$ cat config.mk
export PLATFORM = sky130hd
export DESIGN_NAME = dtb_sequencer
export DESIGN_NICKNAME = d
export VERILOG_FILES = /design/src/common/dtb_pkg.sv /design/src/core/dtb_sequencer.sv
export SDC_FILE = /design/constraint.sdc
export NUM_CORES = 1
export LEC_CHECK = 0
export BUFFER_PORTS_ARGS = -buffer_cell sky130_fd_sc_hd__buf_2
export CORE_AREA = 2 2 134 136
export DETAILED_ROUTE_END_ITERATION = 6
export DIE_AREA = 0 0 136 138
export PLACE_DENSITY = 0.8
export SLEW_MARGIN = 0
export SYNTH_ARGS = -nofsm -noshare
export SYNTH_HDL_FRONTEND = slang
export SYNTH_SLANG_ARGS = --single-unit
$ cat constraint.sdc
create_clock -name pclk -period 4.3 [get_ports pclk]
set_clock_uncertainty 0.05 [all_clocks]
set_input_delay 0.86 -clock pclk [delete_from_list [all_inputs] [get_ports pclk]]
set_output_delay 0.86 -clock pclk [all_outputs]
set_load 0.05 [all_outputs]
$ cat src/common/dtb_pkg.sv
// Package for the delay trigger block: register map, field layout,
// reset values, timing counts and the converter carrier types.
// Assumes a 32-bit APB slave on a single 20 MHz clock.
package dtb_pkg;

  // ************************************************************
  // Register offsets (byte addresses)
  // ************************************************************
  localparam logic [7:0] DTB_OFF_CTRL = 8'h00;
  localparam logic [7:0] DTB_OFF_DELAY_A = 8'h04;
  localparam logic [7:0] DTB_OFF_DELAY_B = 8'h08;
  localparam logic [7:0] DTB_OFF_CONV_CTL = 8'h0C;
  localparam logic [7:0] DTB_OFF_CONV_RES = 8'h1C;
  localparam logic [7:0] DTB_OFF_FLT_CFG = 8'h2C;
  localparam logic [7:0] DTB_OFF_STATUS = 8'h30;
  localparam logic [7:0] DTB_OFF_IRQ_STAT = 8'h34;
  localparam logic [7:0] DTB_OFF_IRQ_EN = 8'h38;
  localparam logic [7:0] DTB_OFF_IRQ_CLR = 8'h3C;

  // ************************************************************
  // Field layout
  // ************************************************************
  localparam int DTB_CTRL_EN_BIT = 0;
  localparam int DTB_CTRL_GAIN_BIT = 1;
  localparam int DTB_CHAN_W = 5;
  localparam int DTB_CTL_IE_BIT = 6;
  localparam int DTB_RES_W = 12;
  localparam int DTB_CNT_W = 16;
  localparam int DTB_FLT_PER_LSB = 0;
  localparam int DTB_FLT_NUM_LSB = 8;
  localparam int DTB_IRQ_W = 4;
  localparam int DTB_IRQ_CONV = 0;
  localparam int DTB_IRQ_FAULT = 1;
  localparam int DTB_IRQ_TRIG_A = 2;
  localparam int DTB_IRQ_TRIG_B = 3;

  // ************************************************************
  // Reset values
  // ************************************************************
  localparam logic [1:0] DTB_CTRL_RST = 2'h0;
  localparam logic [15:0] DTB_DELAY_A_RST = 16'h0660;
  localparam logic [15:0] DTB_DELAY_B_RST = 16'h06D6;
  localparam logic [7:0] DTB_FLT_PER_RST = 8'h00;
  localparam logic [3:0] DTB_FLT_NUM_RST = 4'h3;
  localparam logic [15:0] DTB_CNT_MAX = 16'hFFFF;

  // ************************************************************
  // Timing
  // ************************************************************
  localparam int DTB_ADC_DIV = 4;
  localparam logic [1:0] DTB_ADC_DIV_LAST = 2'(DTB_ADC_DIV - 1);

  // ************************************************************
  // Carriers
  // ************************************************************
  typedef struct packed {
    logic start;
    logic slot_b;
    logic [DTB_CHAN_W-1:0] chan;
  } dtb_cmd_type;

  typedef struct packed {
    logic done;
    logic [DTB_RES_W-1:0] data;
  } dtb_res_type;

  typedef struct packed {
    logic ie;
    logic [DTB_CHAN_W-1:0] chan;
  } dtb_ctl_type;

endpackage

$ cat src/core/dtb_sequencer.sv
// Delay trigger block: sync-started delay counter, ping-pong trigger
// sequencing of two converters, result registers, fault input filter
// and interrupt logic, reached over APB.
// Assumes converter done/data come from logic on pclk; sync and fault
// arrive from pins and are synchronised here.
`timescale 1ns/1ps

module dtb_sequencer
  import dtb_pkg::*;
(
  // Clock and reset
  input wire logic pclk,
  input wire logic presetn,
  // APB slave
  input wire logic psel,
  input wire logic penable,
  input wire logic pwrite,
  input wire logic [7:0] paddr,
  input wire logic [31:0] pwdata,
  output logic [31:0] prdata,
  output logic pready,
  output logic pslverr,
  // Pins
  input wire logic pwm_sync,
  input wire logic fault_pin,
  output logic fault_out,
  output logic irq,
  // Converters
  output dtb_pkg::dtb_cmd_type conv0_cmd,
  output dtb_pkg::dtb_cmd_type conv1_cmd,
  output logic adc_clk_en,
  input wire dtb_pkg::dtb_res_type conv0_res,
  input wire dtb_pkg::dtb_res_type conv1_res
);
  import dtb_pkg::*;

  // ************************************************************
  // Registers and state
  // ************************************************************
  logic [1:0] ctrl_q;
  logic [DTB_CNT_W-1:0] delay_a_q, delay_b_q, cnt_q;
  dtb_ctl_type ctl_q [4];
  logic [DTB_RES_W-1:0] res_q [4];
  logic [7:0] flt_per_q, flt_div_q;
  logic [3:0] flt_num_q, agree_q;
  logic [DTB_IRQ_W-1:0] stat_q, en_q;
  logic [1:0] cc_q, busy_q, slot_q;
  logic running_q, a_done_q, b_done_q, b_pend_q;
  logic sync_s1, sync_s2, sync_s3, flt_s1, flt_s2;
  logic [31:0] rd_mux;
  logic hit;
  logic [1:0] adc_div_q;

  wire setup = psel & ~penable;
  wire acc = psel & penable & pready;
  wire wr = acc & pwrite;
  wire rd = acc & ~pwrite;
  wire sync_rise = sync_s2 & ~sync_s3;
  wire armed = ctrl_q[DTB_CTRL_EN_BIT] & ~ctrl_q[DTB_CTRL_GAIN_BIT];
  wire trig_a = armed & running_q & ~a_done_q & (cnt_q == delay_a_q);
  wire hit_b = armed & running_q & ~b_done_q & (cnt_q == delay_b_q);
  // An idle pair launches in the matching cycle, like the first trigger
  wire launch_b = (b_pend_q | hit_b) & (busy_q == 2'b00);
  // Each converter's flag is cleared only by a read of its own results
  wire [1:0] rd_res = {2{rd}} & {(paddr >= DTB_OFF_CONV_RES + 8'h08) &
                                 (paddr < DTB_OFF_CONV_RES + 8'h10),
                                 (paddr >= DTB_OFF_CONV_RES) &
                                 (paddr < DTB_OFF_CONV_RES + 8'h08)};
  wire [DTB_IRQ_W-1:0] ev = {launch_b, trig_a, 1'b0,
                             conv0_res.done & ~slot_q[0] & ctl_q[0].ie};

  // ************************************************************
  // APB slave
  // ************************************************************
  always_comb begin
    rd_mux = 32'h0000_0000;
    hit = 1'b1;
    case (paddr)
      DTB_OFF_CTRL: rd_mux = {30'h0, ctrl_q};
      DTB_OFF_DELAY_A: rd_mux = {16'h0, delay_a_q};
      DTB_OFF_DELAY_B: rd_mux = {16'h0, delay_b_q};
      DTB_OFF_CONV_CTL: rd_mux = {25'h0, ctl_q[0].ie, 1'b0, ctl_q[0].chan};
      DTB_OFF_CONV_CTL + 8'h04: rd_mux = {25'h0, ctl_q[1].ie, 1'b0, ctl_q[1].chan};
      DTB_OFF_CONV_CTL + 8'h08: rd_mux = {25'h0, ctl_q[2].ie, 1'b0, ctl_q[2].chan};
      DTB_OFF_CONV_CTL + 8'h0C: rd_mux = {25'h0, ctl_q[3].ie, 1'b0, ctl_q[3].chan};
      DTB_OFF_CONV_RES: rd_mux = {20'h0, res_q[0]};
      DTB_OFF_CONV_RES + 8'h04: rd_mux = {20'h0, res_q[1]};
      DTB_OFF_CONV_RES + 8'h08: rd_mux = {20'h0, res_q[2]};
      DTB_OFF_CONV_RES + 8'h0C: rd_mux = {20'h0, res_q[3]};
      DTB_OFF_FLT_CFG: rd_mux = {20'h0, flt_num_q, flt_per_q};
      DTB_OFF_STATUS: rd_mux = {cnt_q, 11'h0, running_q, fault_out, b_pend_q, cc_q};
      DTB_OFF_IRQ_STAT: rd_mux = {28'h0, stat_q};
      DTB_OFF_IRQ_EN: rd_mux = {28'h0, en_q};
      DTB_OFF_IRQ_CLR: rd_mux = 32'h0000_0000;
      default: hit = 1'b0;
    endcase
  end

  // One access cycle: ready rises the cycle after setup
  always_ff @(posedge pclk or negedge presetn) begin
    if (!presetn) begin
      pready <= 1'b0;
      prdata <= 32'h0000_0000;
      pslverr <= 1'b0;
    end else begin
      pready <= setup;
      prdata <= (setup & ~pwrite) ? rd_mux : 32'h0000_0000;
      pslverr <= setup & ~hit;
    end
  end

  always_ff @(posedge pclk or negedge presetn) begin
    if (!presetn) begin
      ctrl_q <= DTB_CTRL_RST;
      delay_a_q <= DTB_DELAY_A_RST;
      delay_b_q <= DTB_DELAY_B_RST;
      flt_per_q <= DTB_FLT_PER_RST;
      flt_num_q <= DTB_FLT_NUM_RST;
      en_q <= '0;
      for (int i = 0; i < 4; i++) begin
        ctl_q[i] <= '0;
      end
    end else if (wr && !pslverr) begin
      case (paddr)
        DTB_OFF_CTRL: ctrl_q <= pwdata[1:0];
        DTB_OFF_DELAY_A: delay_a_q <= pwdata[15:0];
        DTB_OFF_DELAY_B: delay_b_q <= pwdata[15:0];
        DTB_OFF_FLT_CFG: begin
          flt_per_q <= pwdata[DTB_FLT_PER_LSB +: 8];
          flt_num_q <= pwdata[DTB_FLT_NUM_LSB +: 4];
        end
        DTB_OFF_IRQ_EN: en_q <= pwdata[DTB_IRQ_W-1:0];
        default: begin
          for (int i = 0; i < 4; i++) begin
            if (paddr == DTB_OFF_CONV_CTL + 8'(4 * i)) begin
              ctl_q[i].ie <= pwdata[DTB_CTL_IE_BIT];
              ctl_q[i].chan <= pwdata[DTB_CHAN_W-1:0];
            end
          end
        end
      endcase
    end
  end

  // ************************************************************
  // Input synchronisers
  // ************************************************************
  always_ff @(posedge pclk or negedge presetn) begin
    if (!presetn) begin
      sync_s1 <= 1'b0;
      sync_s2 <= 1'b0;
      sync_s3 <= 1'b0;
      flt_s1 <= 1'b0;
      flt_s2 <= 1'b0;
    end else begin
      sync_s1 <= pwm_sync;
      sync_s2 <= sync_s1;
      sync_s3 <= sync_s2;
      flt_s1 <= fault_pin;
      flt_s2 <= flt_s1;
    end
  end

  // ************************************************************
  // Delay counter and triggers
  // ************************************************************
  // Reloads never reach this input; only the period-start sync does
  always_ff @(posedge pclk or negedge presetn) begin
    if (!presetn) begin
      cnt_q <= '0;
      running_q <= 1'b0;
      a_done_q <= 1'b0;
      b_done_q <= 1'b0;
    end else if (sync_rise) begin
      cnt_q <= '0;
      running_q <= 1'b1;
      a_done_q <= 1'b0;
      b_done_q <= 1'b0;
    end else if (running_q) begin
      cnt_q <= cnt_q + 16'h0001;
      running_q <= (cnt_q != DTB_CNT_MAX);
      a_done_q <= a_done_q | trig_a;
      b_done_q <= b_done_q | hit_b;
    end
  end

  // Second trigger waits for both converters; software should space
  // the delays so this wait is normally zero
  always_ff @(posedge pclk or negedge presetn) begin
    if (!presetn) begin
      b_pend_q <= 1'b0;
    end else if (sync_rise) begin
      b_pend_q <= 1'b0;
    end else begin
      b_pend_q <= (b_pend_q | hit_b) & ~launch_b;
    end
  end

  // ************************************************************
  // Converter commands and results
  // ************************************************************
  always_ff @(posedge pclk or negedge presetn) begin
    if (!presetn) begin
      conv0_cmd <= '0;
      conv1_cmd <= '0;
      busy_q <= 2'b00;
      slot_q <= 2'b00;
    end else begin
      conv0_cmd <= '0;
      conv1_cmd <= '0;
      if (trig_a) begin
        conv0_cmd <= '{start: 1'b1, slot_b: 1'b0, chan: ctl_q[0].chan};
        conv1_cmd <= '{start: 1'b1, slot_b: 1'b1, chan: ctl_q[3].chan};
        busy_q <= 2'b11;
        slot_q <= 2'b10;
      end else if (launch_b) begin
        conv0_cmd <= '{start: 1'b1, slot_b: 1'b1, chan: ctl_q[1].chan};
        conv1_cmd <= '{start: 1'b1, slot_b: 1'b0, chan: ctl_q[2].chan};
        busy_q <= 2'b11;
        slot_q <= 2'b01;
      end else begin
        busy_q <= busy_q & ~{conv1_res.done, conv0_res.done};
      end
    end
  end

  always_ff @(posedge pclk or negedge presetn) begin
    if (!presetn) begin
      for (int i = 0; i < 4; i++) begin
        res_q[i] <= '0;
      end
    end else begin
      if (conv0_res.done) begin
        res_q[{1'b0, slot_q[0]}] <= conv0_res.data;
      end
      if (conv1_res.done) begin
        res_q[{1'b1, slot_q[1]}] <= conv1_res.data;
      end
    end
  end

  // Completion beats a same-cycle read clear
  always_ff @(posedge pclk or negedge presetn) begin
    if (!presetn) begin
      cc_q <= 2'b00;
    end else begin
      cc_q <= (cc_q & ~rd_res) | {conv1_res.done, conv0_res.done};
    end
  end

  // Converter clock enable at a quarter of the bus clock
  always_ff @(posedge pclk or negedge presetn) begin
    if (!presetn) begin
      adc_div_q <= 2'b00;
      adc_clk_en <= 1'b0;
    end else begin
      adc_div_q <= (adc_div_q == DTB_ADC_DIV_LAST) ? 2'b00 : adc_div_q + 2'b01;
      adc_clk_en <= (adc_div_q == DTB_ADC_DIV_LAST);
    end
  end

  // ************************************************************
  // Fault filter
  // ************************************************************
  always_ff @(posedge pclk or negedge presetn) begin
    if (!presetn) begin
      flt_div_q <= 8'h00;
      agree_q <= 4'h0;
      fault_out <= 1'b0;
    end else if (flt_per_q == 8'h00) begin
      flt_div_q <= 8'h00;
      agree_q <= 4'h0;
      fault_out <= flt_s2;
    end else if (flt_div_q + 8'h01 >= flt_per_q) begin
      flt_div_q <= 8'h00;
      if (flt_s2 == fault_out) begin
        agree_q <= 4'h0;
      end else if (agree_q + 4'h1 >= flt_num_q) begin
        agree_q <= 4'h0;
        fault_out <= flt_s2;
      end else begin
        agree_q <= agree_q + 4'h1;
      end
    end else begin
      flt_div_q <= flt_div_q + 8'h01;
    end
  end

  // ************************************************************
  // Interrupts
  // ************************************************************
  logic fault_d1;
  always_ff @(posedge pclk or negedge presetn) begin
    if (!presetn) begin
      fault_d1 <= 1'b0;
      stat_q <= '0;
      irq <= 1'b0;
    end else begin
      fault_d1 <= fault_out;
      stat_q <= (stat_q & ~((wr && paddr == DTB_OFF_IRQ_CLR) ?
                pwdata[DTB_IRQ_W-1:0] : 4'h0)) | ev |
                {2'b00, fault_out & ~fault_d1, 1'b0};
      irq <= |(stat_q & en_q);
    end
  end
endmodule

# Word-level counts from Yosys, hierarchy flattened
# Cells that the tools add are included.
# op_classes
add_sub_neg	4
magnitude_cmp	10
eq_ne	21
muxes	40
n_bitwise	48
n_reduce_logical	25
# ops
cell	count
32-bit case mux with 15 select lines	1
48-bit bitwise mux	2
48-bit 2-to-1 mux	2
8-bit by 6-bit == test with 1-bit output, second input constant	8
12-bit demux with 2-bit select	2
16-bit == test	2
8-bit by 5-bit == test with 1-bit output, second input constant	4
16-bit 2-to-1 mux	2
32-bit 2-to-1 mux	1
7-bit 2-to-1 mux	4
12-bit 2-to-1 mux	2
1-bit AND	21
4-bit 2-to-1 mux	5
16-bit by 1-bit adder with 16-bit output, second input constant	1
8-bit by 4-bit == test with 1-bit output, second input constant	2
8-bit logical NOT	2
8-bit by 6-bit less-than comparator with 1-bit output, second input constant	2
8-bit 2-to-1 mux	2
16-bit != test, second input constant	1
16-bit OR reduction	1
3-bit AND reduction	5
1-bit 2-to-1 mux	12
1-bit inverter	11
2-bit 2-to-1 mux	5
30 further kinds	48
# totals
regBits	223
input_bits	73

# Depth between registers and ports, before layout
# Gate-level depths: netlist (run 1).
# depth
ltp_word	10
mapped_depth	11
depth_no_buf	10

# Least setup slack after synthesis (run 1)
# No wires, ideal clock.
# synth_path
path_type	input to register
start	input psel
end	register delay_a_q[11]
setup_ps	125
t_arrival_ps	2295
t_required_ps	4125
setup_slack_ps	1830
path_stages	6
cell_sequence	nand4_1 or2_2 clkbuf_1 nor3_2 buf_4 mux2_2
# synth_between
elab_chain_len	5
# synth_rtl
item	line_no	rtl
start: declaration	dtb_sequencer.sv:15	input wire logic psel,
1-bit AND (2 in series)	dtb_sequencer.sv:55	wire acc = psel & penable & pready;
1-bit AND	dtb_sequencer.sv:56	wire wr = acc & pwrite;
1-bit logical AND	dtb_sequencer.sv:123	end else if (wr && !pslverr) begin
2-bit AND reduction (no line)	n/a	
end signal: assignment	dtb_sequencer.sv:126	DTB_OFF_DELAY_A: delay_a_q <= pwdata[15:0];
end: declaration	dtb_sequencer.sv:41	logic [DTB_CNT_W-1:0] delay_a_q, delay_b_q, cnt_q;
# No other way between the ends.
# A chain may end at the register's enable or synchronous reset.

# Final worst setup path (run 1)
# layout_path
start	register flt_div_q[0]
end	register fault_out
# layout_between
elab_chain_len	4
# layout_rtl
item	line_no	rtl
start: declaration	dtb_sequencer.sv:44	logic [7:0] flt_per_q, flt_div_q;
start signal: assignment	dtb_sequencer.sv:285	flt_div_q <= flt_div_q + 8'h01;
8-bit by 1-bit adder with 8-bit output	dtb_sequencer.sv:274	end else if (flt_div_q + 8'h01 >= flt_per_q) begin
8-bit >= comparator	dtb_sequencer.sv:274	
2-bit nonzero test (no line)	n/a	
3-bit AND reduction (no line)	n/a	
end signal: assignment	dtb_sequencer.sv:273	fault_out <= flt_s2;
end signal: assignment	dtb_sequencer.sv:280	fault_out <= flt_s2;
end: declaration	dtb_sequencer.sv:26	output logic fault_out,
# No other way between the ends.

==> PnR_summary.wiki, run 1 <==
{| class="wikitable"
! Metric !! Value
|-
| TritonRoute pass-1 iters || 5
|-
| Grt total ovfl || 0
|-
| Die area || roughly 19000 sq um
|-
| # IOs || about 120
|-
| Final number of setup-violating endpoints || 0
|-
| Post-synthesis cell count || a little under 900
|-
| Cell chain of the critical path || ha_1 -> nand3_1 -> xnor2_1 -> ha_1 -> o21a_1 -> o211ai_1 -> o21ai_1 -> o31ai_1 -> mux2_2
|-
| Starting utilization of the core area || 57.7%
|-
| Clock-pin slew of the registers on the worst-case setup and hold paths || 0.06 ns
|-
| Number of cells on the worst reg-to-reg path || 9
|-
| HPWL after DPL || 17600 um
|-
| DRC violations left || 0
|-
| Reg2Reg Setup Slack || approximately 1.4 ns
|-
| Placement Rows || 49
|-
| CP Capture Point || fault_out
|-
| End of the worst register-to-register path || fault_out
|-
| Slowest cell on the critical path || sky130_fd_sc_hd__o21ai_1
|-
| Slew at the pin closest to its max-slew limit || between 0.9 and 1 ns
|-
| CP Capture Type || flip-flop
|-
| Main synth FF type || sky130_fd_sc_hd__dfrtp_1
|-
| Crit path max-delay family || compound AO/OA/AOI/OAI gates
|-
| Clk Latency, worst-skew pair || 0.51 ns
|-
| Total power || 4.71 mW
|-
| Commonest cells after routing, fill and taps aside || sky130_fd_sc_hd__dfrtp_1 (209), sky130_fd_sc_hd__mux2_2 (106), sky130_fd_sc_hd__buf_2 (106), sky130_fd_sc_hd__nand2_1 (70), sky130_fd_sc_hd__nor2_1 (57)
|-
| Vertical extent of the die || 138 um
|-
| Placer Congestion || ~1.0
|-
| Detailed Route Iter0 Violations || 673
|-
| Netlist area before placement || between 10000 and 15000 sq um
|-
| Worst vdd ir || approximately 0.26 mV
|-
| Total vias in the final route || between 7000 and 8000
|-
| Area of the placeable core || between 15000 and 20000 sq um
|-
| Fmax || between 300 and 400 MHz
|-
| Combined buffer and inverter count along the critical path || 0
|-
| Start of the worst register-to-register path || flt_div_q[0]
|-
| Setup Slack @ Placement || roughly 1.2 ns
|-
| Number of enable flip-flop cells after synthesis || 0
|-
| Period Utilization, post-route || a little under 70%
|-
| Number of vias per cell after detailed routing || just under 6
|-
| Run status || finished clean
|-
| Proportion of layout cells with a drive suffix above 1 || a little under a third
|-
| TritonCTS Sinks || 222
|-
| Final Routed Wirelength || between 20000 and 25000 um
|-
| Class of the tightest hold or removal check || flip-flop to flip-flop
|-
| Area of the multi-input gates || 4170 sq um
|-
| CTS buffer count || 23
|-
| Setup Crit Path Kind || flip-flop to flip-flop
|-
| Setup total negative slack || 0 ns
|-
| Post-Syn Nets || slightly below 1000
|-
| Post-CTS setup buffer count || 0
|-
| Setup repair after global routing missed its margin || false
|-
| Clock H-tree levels || 1
|-
| Number of antenna violations at the first check in global routing || 0
|-
| Maximum cell stage delay along the critical path || ~0.79 ns
|-
| CP max FO || 15
|-
| Data required time of the critical path || between 4 and 5 ns
|-
| Most common library cell in the layout ignoring fill and taps || sky130_fd_sc_hd__dfrtp_1
|-
| Total of warnings raised by yosys || 0
|-
| Number of hold-repair buffers added at the cts stage || 0
|-
| Number of maximum-capacitance violations || 0
|-
| Final hold violations || 0
|-
| Kind of start point of the critical path || flip-flop
|-
| Area of all sequential standard cells || about 5600 sq um
|-
| First-pass GRT wire length || 39700 um
|-
| Ant diodes || 0
|-
| Placement-stage cell area || between 10000 and 15000 sq um
|-
| ANT nets after route || 0
|-
| Total routing resource utilization after global routing || a little over a quarter
|-
| Post-route design area || about 12000 sq um
|-
| Die outline width || ~140 um
|-
| Data arrival time at the worst-slack endpoint || around 3.3 ns
|-
| Signed area change from the synthesized netlist to the final layout || 15.4%
|-
| Detail-routed net length per standard cell || approximately 20 um
|-
| Max transition margin || 33.4%
|-
| Max Slew Vio Count || 0
|-
| Number of I/O port buffers || about 110
|-
| Critical path depth || 9
|-
| Clock tree from TritonCTS || built
|-
| Proportion of synthesized flip-flops having asynchronous set or reset || between 90% and 100%
|-
| Number of gates resized after cts || 0
|-
| Pwr dens || just over 400 nW/um^2
|-
| Filler instances || ~1400
|-
| Cell repeated most along the worst path || sky130_fd_sc_hd__ha_1
|-
| FF+latch count, synth || between 200 and 250
|-
| Maximum count of clock buffers along a single path || 3
|-
| Via count of the first global-routing pass || 7238
|-
| Final net count || between 1000 and 1500
|-
| Final worst-path setup slack || ~1.4 ns
|-
| Min Tclk post-route || approximately 2.9 ns
|-
| Leakage component of the power || 5.71 nW
|-
| Register area share after synthesis || 55.1%
|-
| Root cell of the clock tree || sky130_fd_sc_hd__clkbuf_16
|-
| Critical path launch point || flt_div_q[0]
|-
| Synth unique cells || between 50 and 60
|-
| Maximum number of pins on one net before global-route repair || ~120
|-
| Avg Inst Size Synth || approximately 12 sq um
|}
[cell type report]
| type | count | area share, % |
|---|---|---|
| Clock inverter | 6 | 0.954 |
| Tap cell | 229 | 2.45 |
| Clock buffer | 35 | 5.92 |
| Multi-Input combinational cell | 568 | 35.7 |
| Inverter | 35 | 1.13 |
| Timing Repair Buffer | 127 | 6.07 |
| Sequential cell | 222 | 47.7 |
[cells in the mapped netlist, types with 17 or more instances]
library cell | instances | area share (%)
sky130_fd_sc_hd__a22oi_1 | 36 | 2.7
sky130_fd_sc_hd__and2_1 | 17 | 1.1
sky130_fd_sc_hd__clkbuf_1 | 26 | 0.97
sky130_fd_sc_hd__dfrtp_1 | 209 | 52
sky130_fd_sc_hd__inv_1 | 35 | 1.3
sky130_fd_sc_hd__mux2_2 | 106 | 12
sky130_fd_sc_hd__nand2_1 | 70 | 2.6
sky130_fd_sc_hd__nand3_1 | 17 | 0.84
sky130_fd_sc_hd__nor2_1 | 57 | 2.1
sky130_fd_sc_hd__o21ai_0 | 38 | 1.9
sky130_fd_sc_hd__xor2_1 | 39 | 3.4
[through the flow]
stage                     utilization (%)  instances  hold slack, ns
after floorplan                         -        873           0.281
after global placement               62.0       1181           0.284
after detailed placement             62.0       1181           0.287
after CTS                            66.6       1222           0.301
after global routing                 66.6       1222           0.306
final                                66.6       1222           0.299
[metal layers]
| metal | GRT usage (%) | wire length, um | vias to the layer above |
|---|---|---|---|
| li1 | - | - | 3284 |
| met1 | 37.2 | 10100 | 3539 |
| met2 | 43.4 | 12000 | 332 |
| met3 | 5.65 | 1990 | 74 |
| met4 | 10.3 | 907 | 0 |
| met5 | 0 | 0 | - |
[worst min-delay path by stage]
stage,slack (ns),endpoint,startpoint,cells after the start
5_1_grt,0.31,flt_s2,flt_s1,0
6_report,0.30,flt_s2,flt_s1,0
2_1_floorplan,0.28,flt_s2,flt_s1,0
3_3_place_gp,0.28,sync_s2,sync_s1,0
3_5_place_dp,0.29,flt_s2,flt_s1,0
4_1_cts,0.30,flt_s2,flt_s1,0
[state kept, by name (all words and copies together) (netlist names), 2 cells and up]
name,count
conv1_cmd,6
slot_q,2
adc_div_q,2
flt_per_q,8
ctl_q,24
cc_q,2
delay_b_q,16
busy_q,2
delay_a_q,16
conv0_cmd,7
stat_q,4
res_q,48
prdata,32
flt_div_q,8
agree_q,4
flt_num_q,4
en_q,4
ctrl_q,2
cnt_q,16
[worst reg2reg max path: stages, from the launching register on]
cell and delay, ns:
sky130_fd_sc_hd__dfrtp_1 0.41, sky130_fd_sc_hd__ha_1 0.21, sky130_fd_sc_hd__nand3_1 0.13, sky130_fd_sc_hd__xnor2_1 0.25
sky130_fd_sc_hd__ha_1 0.22, sky130_fd_sc_hd__o21a_1 0.13, sky130_fd_sc_hd__o211ai_1 0.07, sky130_fd_sc_hd__o21ai_1 0.79
sky130_fd_sc_hd__o31ai_1 0.22, sky130_fd_sc_hd__mux2_2 0.33
[power by group]
group	internal [mW]	leakage (nW)	total [mW]	switching (mW)
clock network	1.29	0.391	2.09	0.809
registers	2.18	2.84	2.27	0.0844
logic	0.150	2.47	0.344	0.194
[logic make-up after synthesis]
family / synth area share, %
mux: 12.8
xor+xnor: 4.76
fa+ha+maj: 1.98
compound gates: 10.2
simple gates: 11.4
buf+inv: 3.74
flops: 55.1
(Power assumes the default switching activity.)
==> run 2: changes to the inputs <==
--- a/config.mk
+++ b/config.mk
@@ -6,10 +6,10 @@
 export NUM_CORES = 1
 export LEC_CHECK = 0
 export BUFFER_PORTS_ARGS = -buffer_cell sky130_fd_sc_hd__buf_2
-export CORE_AREA = 2 2 134 136
+export CORE_AREA = 2 2 136 138
 export DETAILED_ROUTE_END_ITERATION = 6
-export DIE_AREA = 0 0 136 138
-export PLACE_DENSITY = 0.8
+export DIE_AREA = 0 0 138 140
+export PLACE_DENSITY = 0.78
 export SLEW_MARGIN = 0
 export SYNTH_ARGS = -nofsm -noshare
 export SYNTH_HDL_FRONTEND = slang
==> constraint.sdc (replaced) <==
create_clock -name pclk -period 2.8 [get_ports pclk]
set_clock_uncertainty 0.05 [all_clocks]
set_input_delay 0.56 -clock pclk [delete_from_list [all_inputs] [get_ports pclk]]
set_output_delay 0.56 -clock pclk [all_outputs]
set_load 0.05 [all_outputs]
==> PnR_summary.wiki, run 2 (synthesis results as in run 1) <==
{| class="wikitable"
! Metric !! Value
|-
| Max Slew Vio Count || 0 (unchanged)
|-
| Comb pwr share || 7.2% (was 7.3%)
|-
| Vertical extent of the die || 140 um (was 138 um)
|-
| Final Routed Wirelength || 25600 um (was 25000 um)
|-
| Ant diodes || 0 (unchanged)
|-
| Number of cells on the worst reg-to-reg path || 9 (unchanged)
|-
| Signed area change from the synthesized netlist to the final layout || 18.0% (was 15.4%)
|-
| Worst vdd ir || 0.475 mV (was 0.259 mV)
|-
| Max transition margin || 55.3% (was 33.4%)
|-
| Data required time of the critical path || 3.15 ns (was 4.65 ns)
|-
| Setup Slack @ Placement || 0.339 ns (was 1.23 ns)
|-
| Starting utilization of the core area || 56.9% (was 57.7%)
|-
| Slowest cell on the critical path || sky130_fd_sc_hd__o21ai_1 (unchanged)
|-
| DRC violations left || 0 (unchanged)
|-
| Die area || 19300 sq um (was 18800 sq um)
|-
| Setup Crit Path Kind || flip-flop to flip-flop (unchanged)
|-
| TritonRoute pass-1 iters || 5 (unchanged)
|-
| Proportion of layout cells with a drive suffix above 1 || 32.4% (was 30.5%)
|-
| Via count of the first global-routing pass || 7602 (was 7238)
|-
| First-pass GRT wire length || 41100 um (was 39700 um)
|-
| CTS buffer count || 24 (was 23)
|-
| Final hold violations || 0 (unchanged)
|-
| Post-CTS setup buffer count || 0 (unchanged)
|-
| Setup repair after global routing missed its margin || false (unchanged)
|-
| Total vias in the final route || 7447 (was 7229)
|-
| CP max FO || 8 (was 15)
|-
| Kind of start point of the critical path || flip-flop (unchanged)
|-
| Clk Latency, worst-skew pair || 0.52 ns (was 0.51 ns)
|-
| Cell chain of the critical path || ha_1 -> nand3_1 -> xnor2_1 -> ha_1 -> o21a_1 -> o211ai_1 -> o21ai_1 -> o31ai_1 -> mux2_2 (unchanged)
|-
| TritonCTS Sinks || 222 (unchanged)
|-
| Final number of setup-violating endpoints || 0 (unchanged)
|-
| Number of flip-flops in the largest register || 48 (unchanged)
|-
| Filler instances || 1355 (was 1362)
|-
| Commonest cells after routing, fill and taps aside || sky130_fd_sc_hd__dfrtp_1 (209), sky130_fd_sc_hd__mux2_2 (106), sky130_fd_sc_hd__buf_2 (106), sky130_fd_sc_hd__nand2_1 (70), sky130_fd_sc_hd__nor2_1 (57) (unchanged)
|-
| Largest reg by FF count || res_q (unchanged)
|-
| Leakage component of the power || 5.86 nW (was 5.71 nW)
|-
| Clock-pin slew of the registers on the worst-case setup and hold paths || 0.06 ns (about the same)
|-
| Area of all sequential standard cells || 5570 sq um (unchanged)
|-
| Clock tree from TritonCTS || built (unchanged)
|-
| Period Utilization, post-route || 90.6% (was 67.8%)
|-
| Data arrival time at the worst-slack endpoint || 2.88 ns (was 3.26 ns)
|-
| Maximum count of clock buffers along a single path || 3 (unchanged)
|-
| # IOs || 124 (unchanged)
|-
| Terminating pin of the worst hold path || sync_s1 (was flt_s2)
|-
| Cell repeated most along the worst path || sky130_fd_sc_hd__ha_1 (unchanged)
|-
| Number of antenna violations at the first check in global routing || 0 (unchanged)
|-
| Number of I/O port buffers || 107 (unchanged)
|-
| Reg2Reg Setup Slack || 0.26 ns (was 1.38 ns)
|-
| Hold path start || pwm_sync (was flt_s1)
|-
| Min Tclk post-route || 2.54 ns (was 2.92 ns)
|-
| Share of total power in the clock network || 46.0% (was 44.5%)
|-
| Maximum number of pins on one net before global-route repair || 80 (was 121)
|-
| End of the worst register-to-register path || fault_out (unchanged)
|-
| ANT nets after route || 0 (unchanged)
|-
| Class of the tightest hold or removal check || input port to flip-flop (was flip-flop to flip-flop)
|-
| Setup total negative slack || 0 ns (unchanged)
|-
| Area of the placeable core || 17800 sq um (was 17500 sq um)
|-
| Clock H-tree levels || 1 (unchanged)
|-
| Worst hold path cell count || 1 (was 0)
|-
| Crit path max-delay family || compound AO/OA/AOI/OAI gates (unchanged)
|-
| Sw Ratio || 23.3% (was 23.1%)
|-
| Die outline width || 138 um (was 136 um)
|-
| Number of maximum-capacitance violations || 0 (unchanged)
|-
| Final worst-path setup slack || 0.264 ns (was 1.38 ns)
|-
| Root cell of the clock tree || sky130_fd_sc_hd__clkbuf_16 (unchanged)
|-
| Pwr dens || 625 nW/um^2 (was 403 nW/um^2)
|-
| Placement Rows || 49 (unchanged)
|-
| Switching power total || 1.74 mW (was 1.09 mW)
|-
| Fmax || 394 MHz (was 343 MHz)
|-
| Most common library cell in the layout ignoring fill and taps || sky130_fd_sc_hd__dfrtp_1 (unchanged)
|-
| Number of vias per cell after detailed routing || 5.97 (was 5.92)
|-
| Run status || finished clean (unchanged)
|-
| Combined buffer and inverter count along the critical path || 0 (unchanged)
|-
| Start of the worst register-to-register path || flt_div_q[0] (unchanged)
|-
| HPWL after DPL || 18200 um (was 17600 um)
|-
| Cell internal pwr || 5.72 mW (was 3.62 mW)
|-
| Number of gates resized after cts || 0 (unchanged)
|-
| Total routing resource utilization after global routing || 26.7% (was 27.3%)
|-
| CP Capture Type || flip-flop (unchanged)
|-
| Slew at the pin closest to its max-slew limit || 0.669 ns (was 0.992 ns)
|-
| Maximum cell stage delay along the critical path || 0.47 ns (was 0.79 ns)
|-
| Grt total ovfl || 0 (unchanged)
|-
| Sequential share of power || 46.8% (was 48.2%)
|-
| Placer Congestion || 0.965 (was 1.01)
|-
| Registers with the most flip-flops || res_q (48), prdata (32), ctl_q (24) (unchanged)
|-
| Detailed Route Iter0 Violations || 640 (was 673)
|-
| Final net count || 1090 (was 1066)
|-
| Area of the multi-input gates || 4170 sq um (unchanged)
|-
| Detail-routed net length per standard cell || 20.5 um (was 20.4 um)
|}
run 2: cell count changes in the layout (fill, tap and decap cells not counted), sizes merged:
cell / change
buf: +22
clkbuf: -5
clkinv: +5
bufinv: +2
clkinvlp: +1
dlygate4sd3: +1
run 2: area by class of cell:
class	instances	area share (%)
repair buffers	150	7.51
clock inverters	14	1.84
inverters	35	1.10
flip-flops and latches	222	46.7
well taps	229	2.40
clock buffers	30	5.48
multi-input cells	568	35.0
run 2: stage by stage:
| stage | power (mW) | hold slack [ns] | area (sq um) | cells | utilization, % |
|---|---|---|---|---|---|
| finish | 7.46 | 0.0983 | 11900 | 1248 | 67.1 |
| global placement | 4.05 | 0.284 | 11000 | 1203 | 62.1 |
| floorplan | 3.83 | 0.214 | 10100 | 873 | - |
| global route | 7.70 | 0.0883 | 11900 | 1248 | 67.1 |
| CTS | 7.50 | 0.0852 | 11900 | 1248 | 67.1 |
| detailed placement | 4.07 | 0.296 | 11000 | 1203 | 62.1 |
run 2: worst max path at each step:
stage | start | to | slack (ns) | cells after the start
3_3_place_gp | paddr[7] | ctl_q[11] | 0.38 | 6
4_1_cts | flt_div_q[0] | fault_out | 0.29 | 9
3_5_place_dp | flt_div_q[0] | fault_out | 0.34 | 9
2_1_floorplan | pready | delay_a_q[11] | 0.50 | 6
6_report | flt_div_q[0] | fault_out | 0.26 | 9
5_1_grt | flt_div_q[0] | fault_out | 0.07 | 9
run 2: per-layer routing:
layer	track usage (%)	routed length [um]	part of all wire, %	up-vias
li1	-	-	-	3334
met1	36.9	10600	41	3702
met2	43.6	12200	48	342
met3	4.41	2030	7.9	69
met4	8.65	755	2.9	0
met5	0	0	0	-
run 2: what timing repair did:
item                                    CTS  global route
hold buffers                              1             0
hold endpoints to repair                 51             0
endpoints found under the setup margin    0             0
run 2: power groups by stage:
stage	Clock, mW	Sequential [mW]	Combinational (mW)
finish	3.43	3.49	0.540
global route	3.60	3.50	0.596
CTS	3.48	3.48	0.544
detailed placement	0	3.54	0.537
global placement	0	3.53	0.522
floorplan	0	3.47	0.358
==> run 3: changes to the inputs <==
--- a/config.mk
+++ b/config.mk
@@ -9,6 +9,7 @@
 export CORE_AREA = 2 2 136 138
 export DETAILED_ROUTE_END_ITERATION = 6
 export DIE_AREA = 0 0 138 140
+export MAX_ROUTING_LAYER = met4
 export PLACE_DENSITY = 0.78
 export SLEW_MARGIN = 0
 export SYNTH_ARGS = -nofsm -noshare
==> PnR_summary.wiki, run 3 (synthesis results as in run 1) <==
{| class="wikitable"
! Metric !! Value
|-
| Detailed Route Iter0 Violations || 660 (was 640)
|-
| Total routing resource utilization after global routing || 27.8% (was 26.7%)
|-
| Number of I/O port buffers || 107 (unchanged)
|-
| Number of vias per cell after detailed routing || 5.89 (was 5.97)
|-
| Setup Slack @ Placement || 0.358 ns (was 0.339 ns)
|-
| Total power || 7.39 mW (was 7.46 mW)
|-
| First-pass GRT wire length || 41300 um (was 41100 um)
|-
| Fmax || 402 MHz (was 394 MHz)
|-
| Number of hold-repair buffers added at the cts stage || 0 (was 1)
|-
| Placer Congestion || 1.01 (was 0.965)
|-
| Data arrival time at the worst-slack endpoint || 2.83 ns (was 2.88 ns)
|-
| Period Utilization, post-route || 88.8% (was 90.6%)
|-
| Setup total negative slack || 0 ns (unchanged)
|-
| Data required time of the critical path || 3.14 ns (was 3.15 ns)
|-
| CP Capture Type || flip-flop (unchanged)
|-
| Number of flip-flops in the largest register || 48 (unchanged)
|-
| CTS buffer count || 24 (unchanged)
|-
| Vertical extent of the die || 140 um (unchanged)
|-
| Number of antenna violations at the first check in global routing || 0 (unchanged)
|-
| Comb pwr share || 7.4% (was 7.2%)
|-
| HPWL after DPL || 18500 um (was 18200 um)
|-
| Final cell count without fillers || 1251 (was 1248)
|-
| Die area || 19300 sq um (unchanged)
|-
| Setup repair after global routing missed its margin || false (unchanged)
|-
| Largest reg by FF count || res_q (unchanged)
|-
| Area of the placeable core || 17800 sq um (unchanged)
|-
| Leakage component of the power || 5.88 nW (was 5.86 nW)
|-
| Number of maximum-capacitance violations || 0 (unchanged)
|-
| Sequential share of power || 47.2% (was 46.8%)
|-
| Clock H-tree levels || 1 (unchanged)
|-
| Final number of setup-violating endpoints || 0 (unchanged)
|-
| Via count of the first global-routing pass || 7555 (was 7602)
|-
| Setup Crit Path Kind || flip-flop to flip-flop (unchanged)
|-
| Registers with the most flip-flops || res_q (48), prdata (32), ctl_q (24) (unchanged)
|-
| Number of cells on the worst reg-to-reg path || 9 (unchanged)
|-
| Max transition margin || 54.0% (was 55.3%)
|-
| CP max FO || 8 (unchanged)
|-
| TritonRoute pass-1 iters || 5 (unchanged)
|-
| ANT nets after route || 0 (unchanged)
|-
| Maximum number of pins on one net before global-route repair || 86 (was 80)
|-
| Min Tclk post-route || 2.49 ns (was 2.54 ns)
|-
| Cell internal pwr || 5.66 mW (was 5.72 mW)
|-
| Final worst-path setup slack || 0.313 ns (was 0.264 ns)
|-
| Class of the tightest hold or removal check || input port to async pin (was input port to flip-flop)
|-
| Commonest cells after routing, fill and taps aside || sky130_fd_sc_hd__dfrtp_1 (209), sky130_fd_sc_hd__mux2_2 (106), sky130_fd_sc_hd__buf_2 (106), sky130_fd_sc_hd__nand2_1 (70), sky130_fd_sc_hd__nor2_1 (57) (unchanged)
|-
| Start of the worst register-to-register path || flt_div_q[0] (unchanged)
|-
| Slew at the pin closest to its max-slew limit || 0.672 ns (was 0.669 ns)
|-
| Kind of start point of the critical path || flip-flop (unchanged)
|-
| Sw Ratio || 23.4% (was 23.3%)
|-
| Final hold violations || 0 (unchanged)
|-
| Max Slew Vio Count || 0 (unchanged)
|-
| Root cell of the clock tree || sky130_fd_sc_hd__clkbuf_16 (unchanged)
|-
| Final Routed Wirelength || 25800 um (was 25600 um)
|-
| Placement Rows || 49 (unchanged)
|-
| Grt total ovfl || 0 (unchanged)
|-
| Pwr dens || 618 nW/um^2 (was 625 nW/um^2)
|-
| Core Util, Final || 67.3% (was 67.1%)
|-
| Post-CTS setup buffer count || 0 (unchanged)
|-
| End of the worst register-to-register path || fault_out (unchanged)
|-
| DRC violations left || 0 (unchanged)
|-
| TritonCTS Sinks || 222 (unchanged)
|-
| Most common library cell in the layout ignoring fill and taps || sky130_fd_sc_hd__dfrtp_1 (unchanged)
|-
| Clk Latency, worst-skew pair || 0.52 ns (about the same)
|-
| Maximum count of clock buffers along a single path || 3 (unchanged)
|-
| Detail-routed net length per standard cell || 20.7 um (was 20.5 um)
|-
| Final net count || 1094 (was 1090)
|-
| Ant diodes || 0 (unchanged)
|-
| Clock-pin slew of the registers on the worst-case setup and hold paths || 0.06 ns (about the same)
|-
| Starting utilization of the core area || 56.9% (unchanged)
|-
| Proportion of layout cells with a drive suffix above 1 || 32.8% (was 32.4%)
|-
| Cell count after placement || 1208 (was 1203)
|-
| Run status || finished clean (unchanged)
|-
| Worst vdd ir || 0.465 mV (was 0.475 mV)
|-
| Switching power total || 1.73 mW (was 1.74 mW)
|-
| Total vias in the final route || 7371 (was 7447)
|-
| Share of total power in the clock network || 45.4% (was 46.0%)
|-
| Clock tree from TritonCTS || built (unchanged)
|-
| Die outline width || 138 um (unchanged)
|-
| # IOs || 124 (unchanged)
|-
| Number of gates resized after cts || 0 (unchanged)
|-
| Signed area change from the synthesized netlist to the final layout || 18.3% (was 18.0%)
|-
| Reg2Reg Setup Slack || 0.31 ns (was 0.26 ns)
|}
[run 3: changes by cell type in the layout (fill, tap and decap cells not counted), moves of 2 or more]
| cell | before | now |
|---|---|---|
| sky130_fd_sc_hd__bufinv_16 | 5 | 3 |
| sky130_fd_sc_hd__buf_12 | 2 | 4 |
| sky130_fd_sc_hd__buf_4 | 40 | 43 |
| sky130_fd_sc_hd__clkbuf_8 | 3 | 6 |
[run 3: power groups by stage]
stage                     logic, mW  registers, mW  clock network (mW)
final                         0.547           3.49                3.35
after global routing          0.601           3.50                3.55
after CTS                     0.550           3.48                3.41
after detailed placement      0.546           3.54                   0
after global placement        0.527           3.53                   0
after floorplan               0.358           3.47                   0
[run 3: worst max-delay path by stage]
stage                       from             to  slack (ns)  cells past startpoint
floorplan                 pready  delay_a_q[11]        0.50                      6
global placement        paddr[4]      prdata[0]        0.34                      7
detailed placement  flt_div_q[0]      fault_out        0.36                      9
CTS                 flt_div_q[0]      fault_out        0.33                      9
global route        flt_div_q[0]      fault_out        0.08                      9
finish              flt_div_q[0]      fault_out        0.31                      9
[run 3: layout make-up]
type / instances / area (sq um)
clock buffer: 33 / 716
tap: 229 / 287
clock inverter: 10 / 138
inverter: 35 / 131
fill: 1335 / 5820
sequential: 222 / 5570
multi-input combinational: 568 / 4170
timing repair buffer: 154 / 948
[run 3: critical path: stages, from the launching register on]
cell and delay (ns):
sky130_fd_sc_hd__dfrtp_1 0.42, sky130_fd_sc_hd__ha_1 0.24, sky130_fd_sc_hd__nand3_1 0.12, sky130_fd_sc_hd__nor2_1 0.07, sky130_fd_sc_hd__xor2_1 0.16, sky130_fd_sc_hd__ha_1 0.28, sky130_fd_sc_hd__o211ai_1 0.08, sky130_fd_sc_hd__o21ai_1 0.47
sky130_fd_sc_hd__o31ai_1 0.16, sky130_fd_sc_hd__mux2_2 0.29
[run 3: per-layer routing]
layer | track usage [%] | wire [um] | up-vias
met5 | - | 0 | -
met4 | 8.06 | 626 | 0
met3 | 4.99 | 2060 | 51
met2 | 44.5 | 12500 | 318
met1 | 36.9 | 10700 | 3652
li1 | - | - | 3350
[run 3: per-stage QoR]
stage                     cell area, sq um  hold slack, ns
after floorplan                      10100           0.214
after global placement               11100           0.284
after detailed placement             11100           0.286
after CTS                            12000          0.0219
after global routing                 12000          0.0337
final                                12000         0.00483
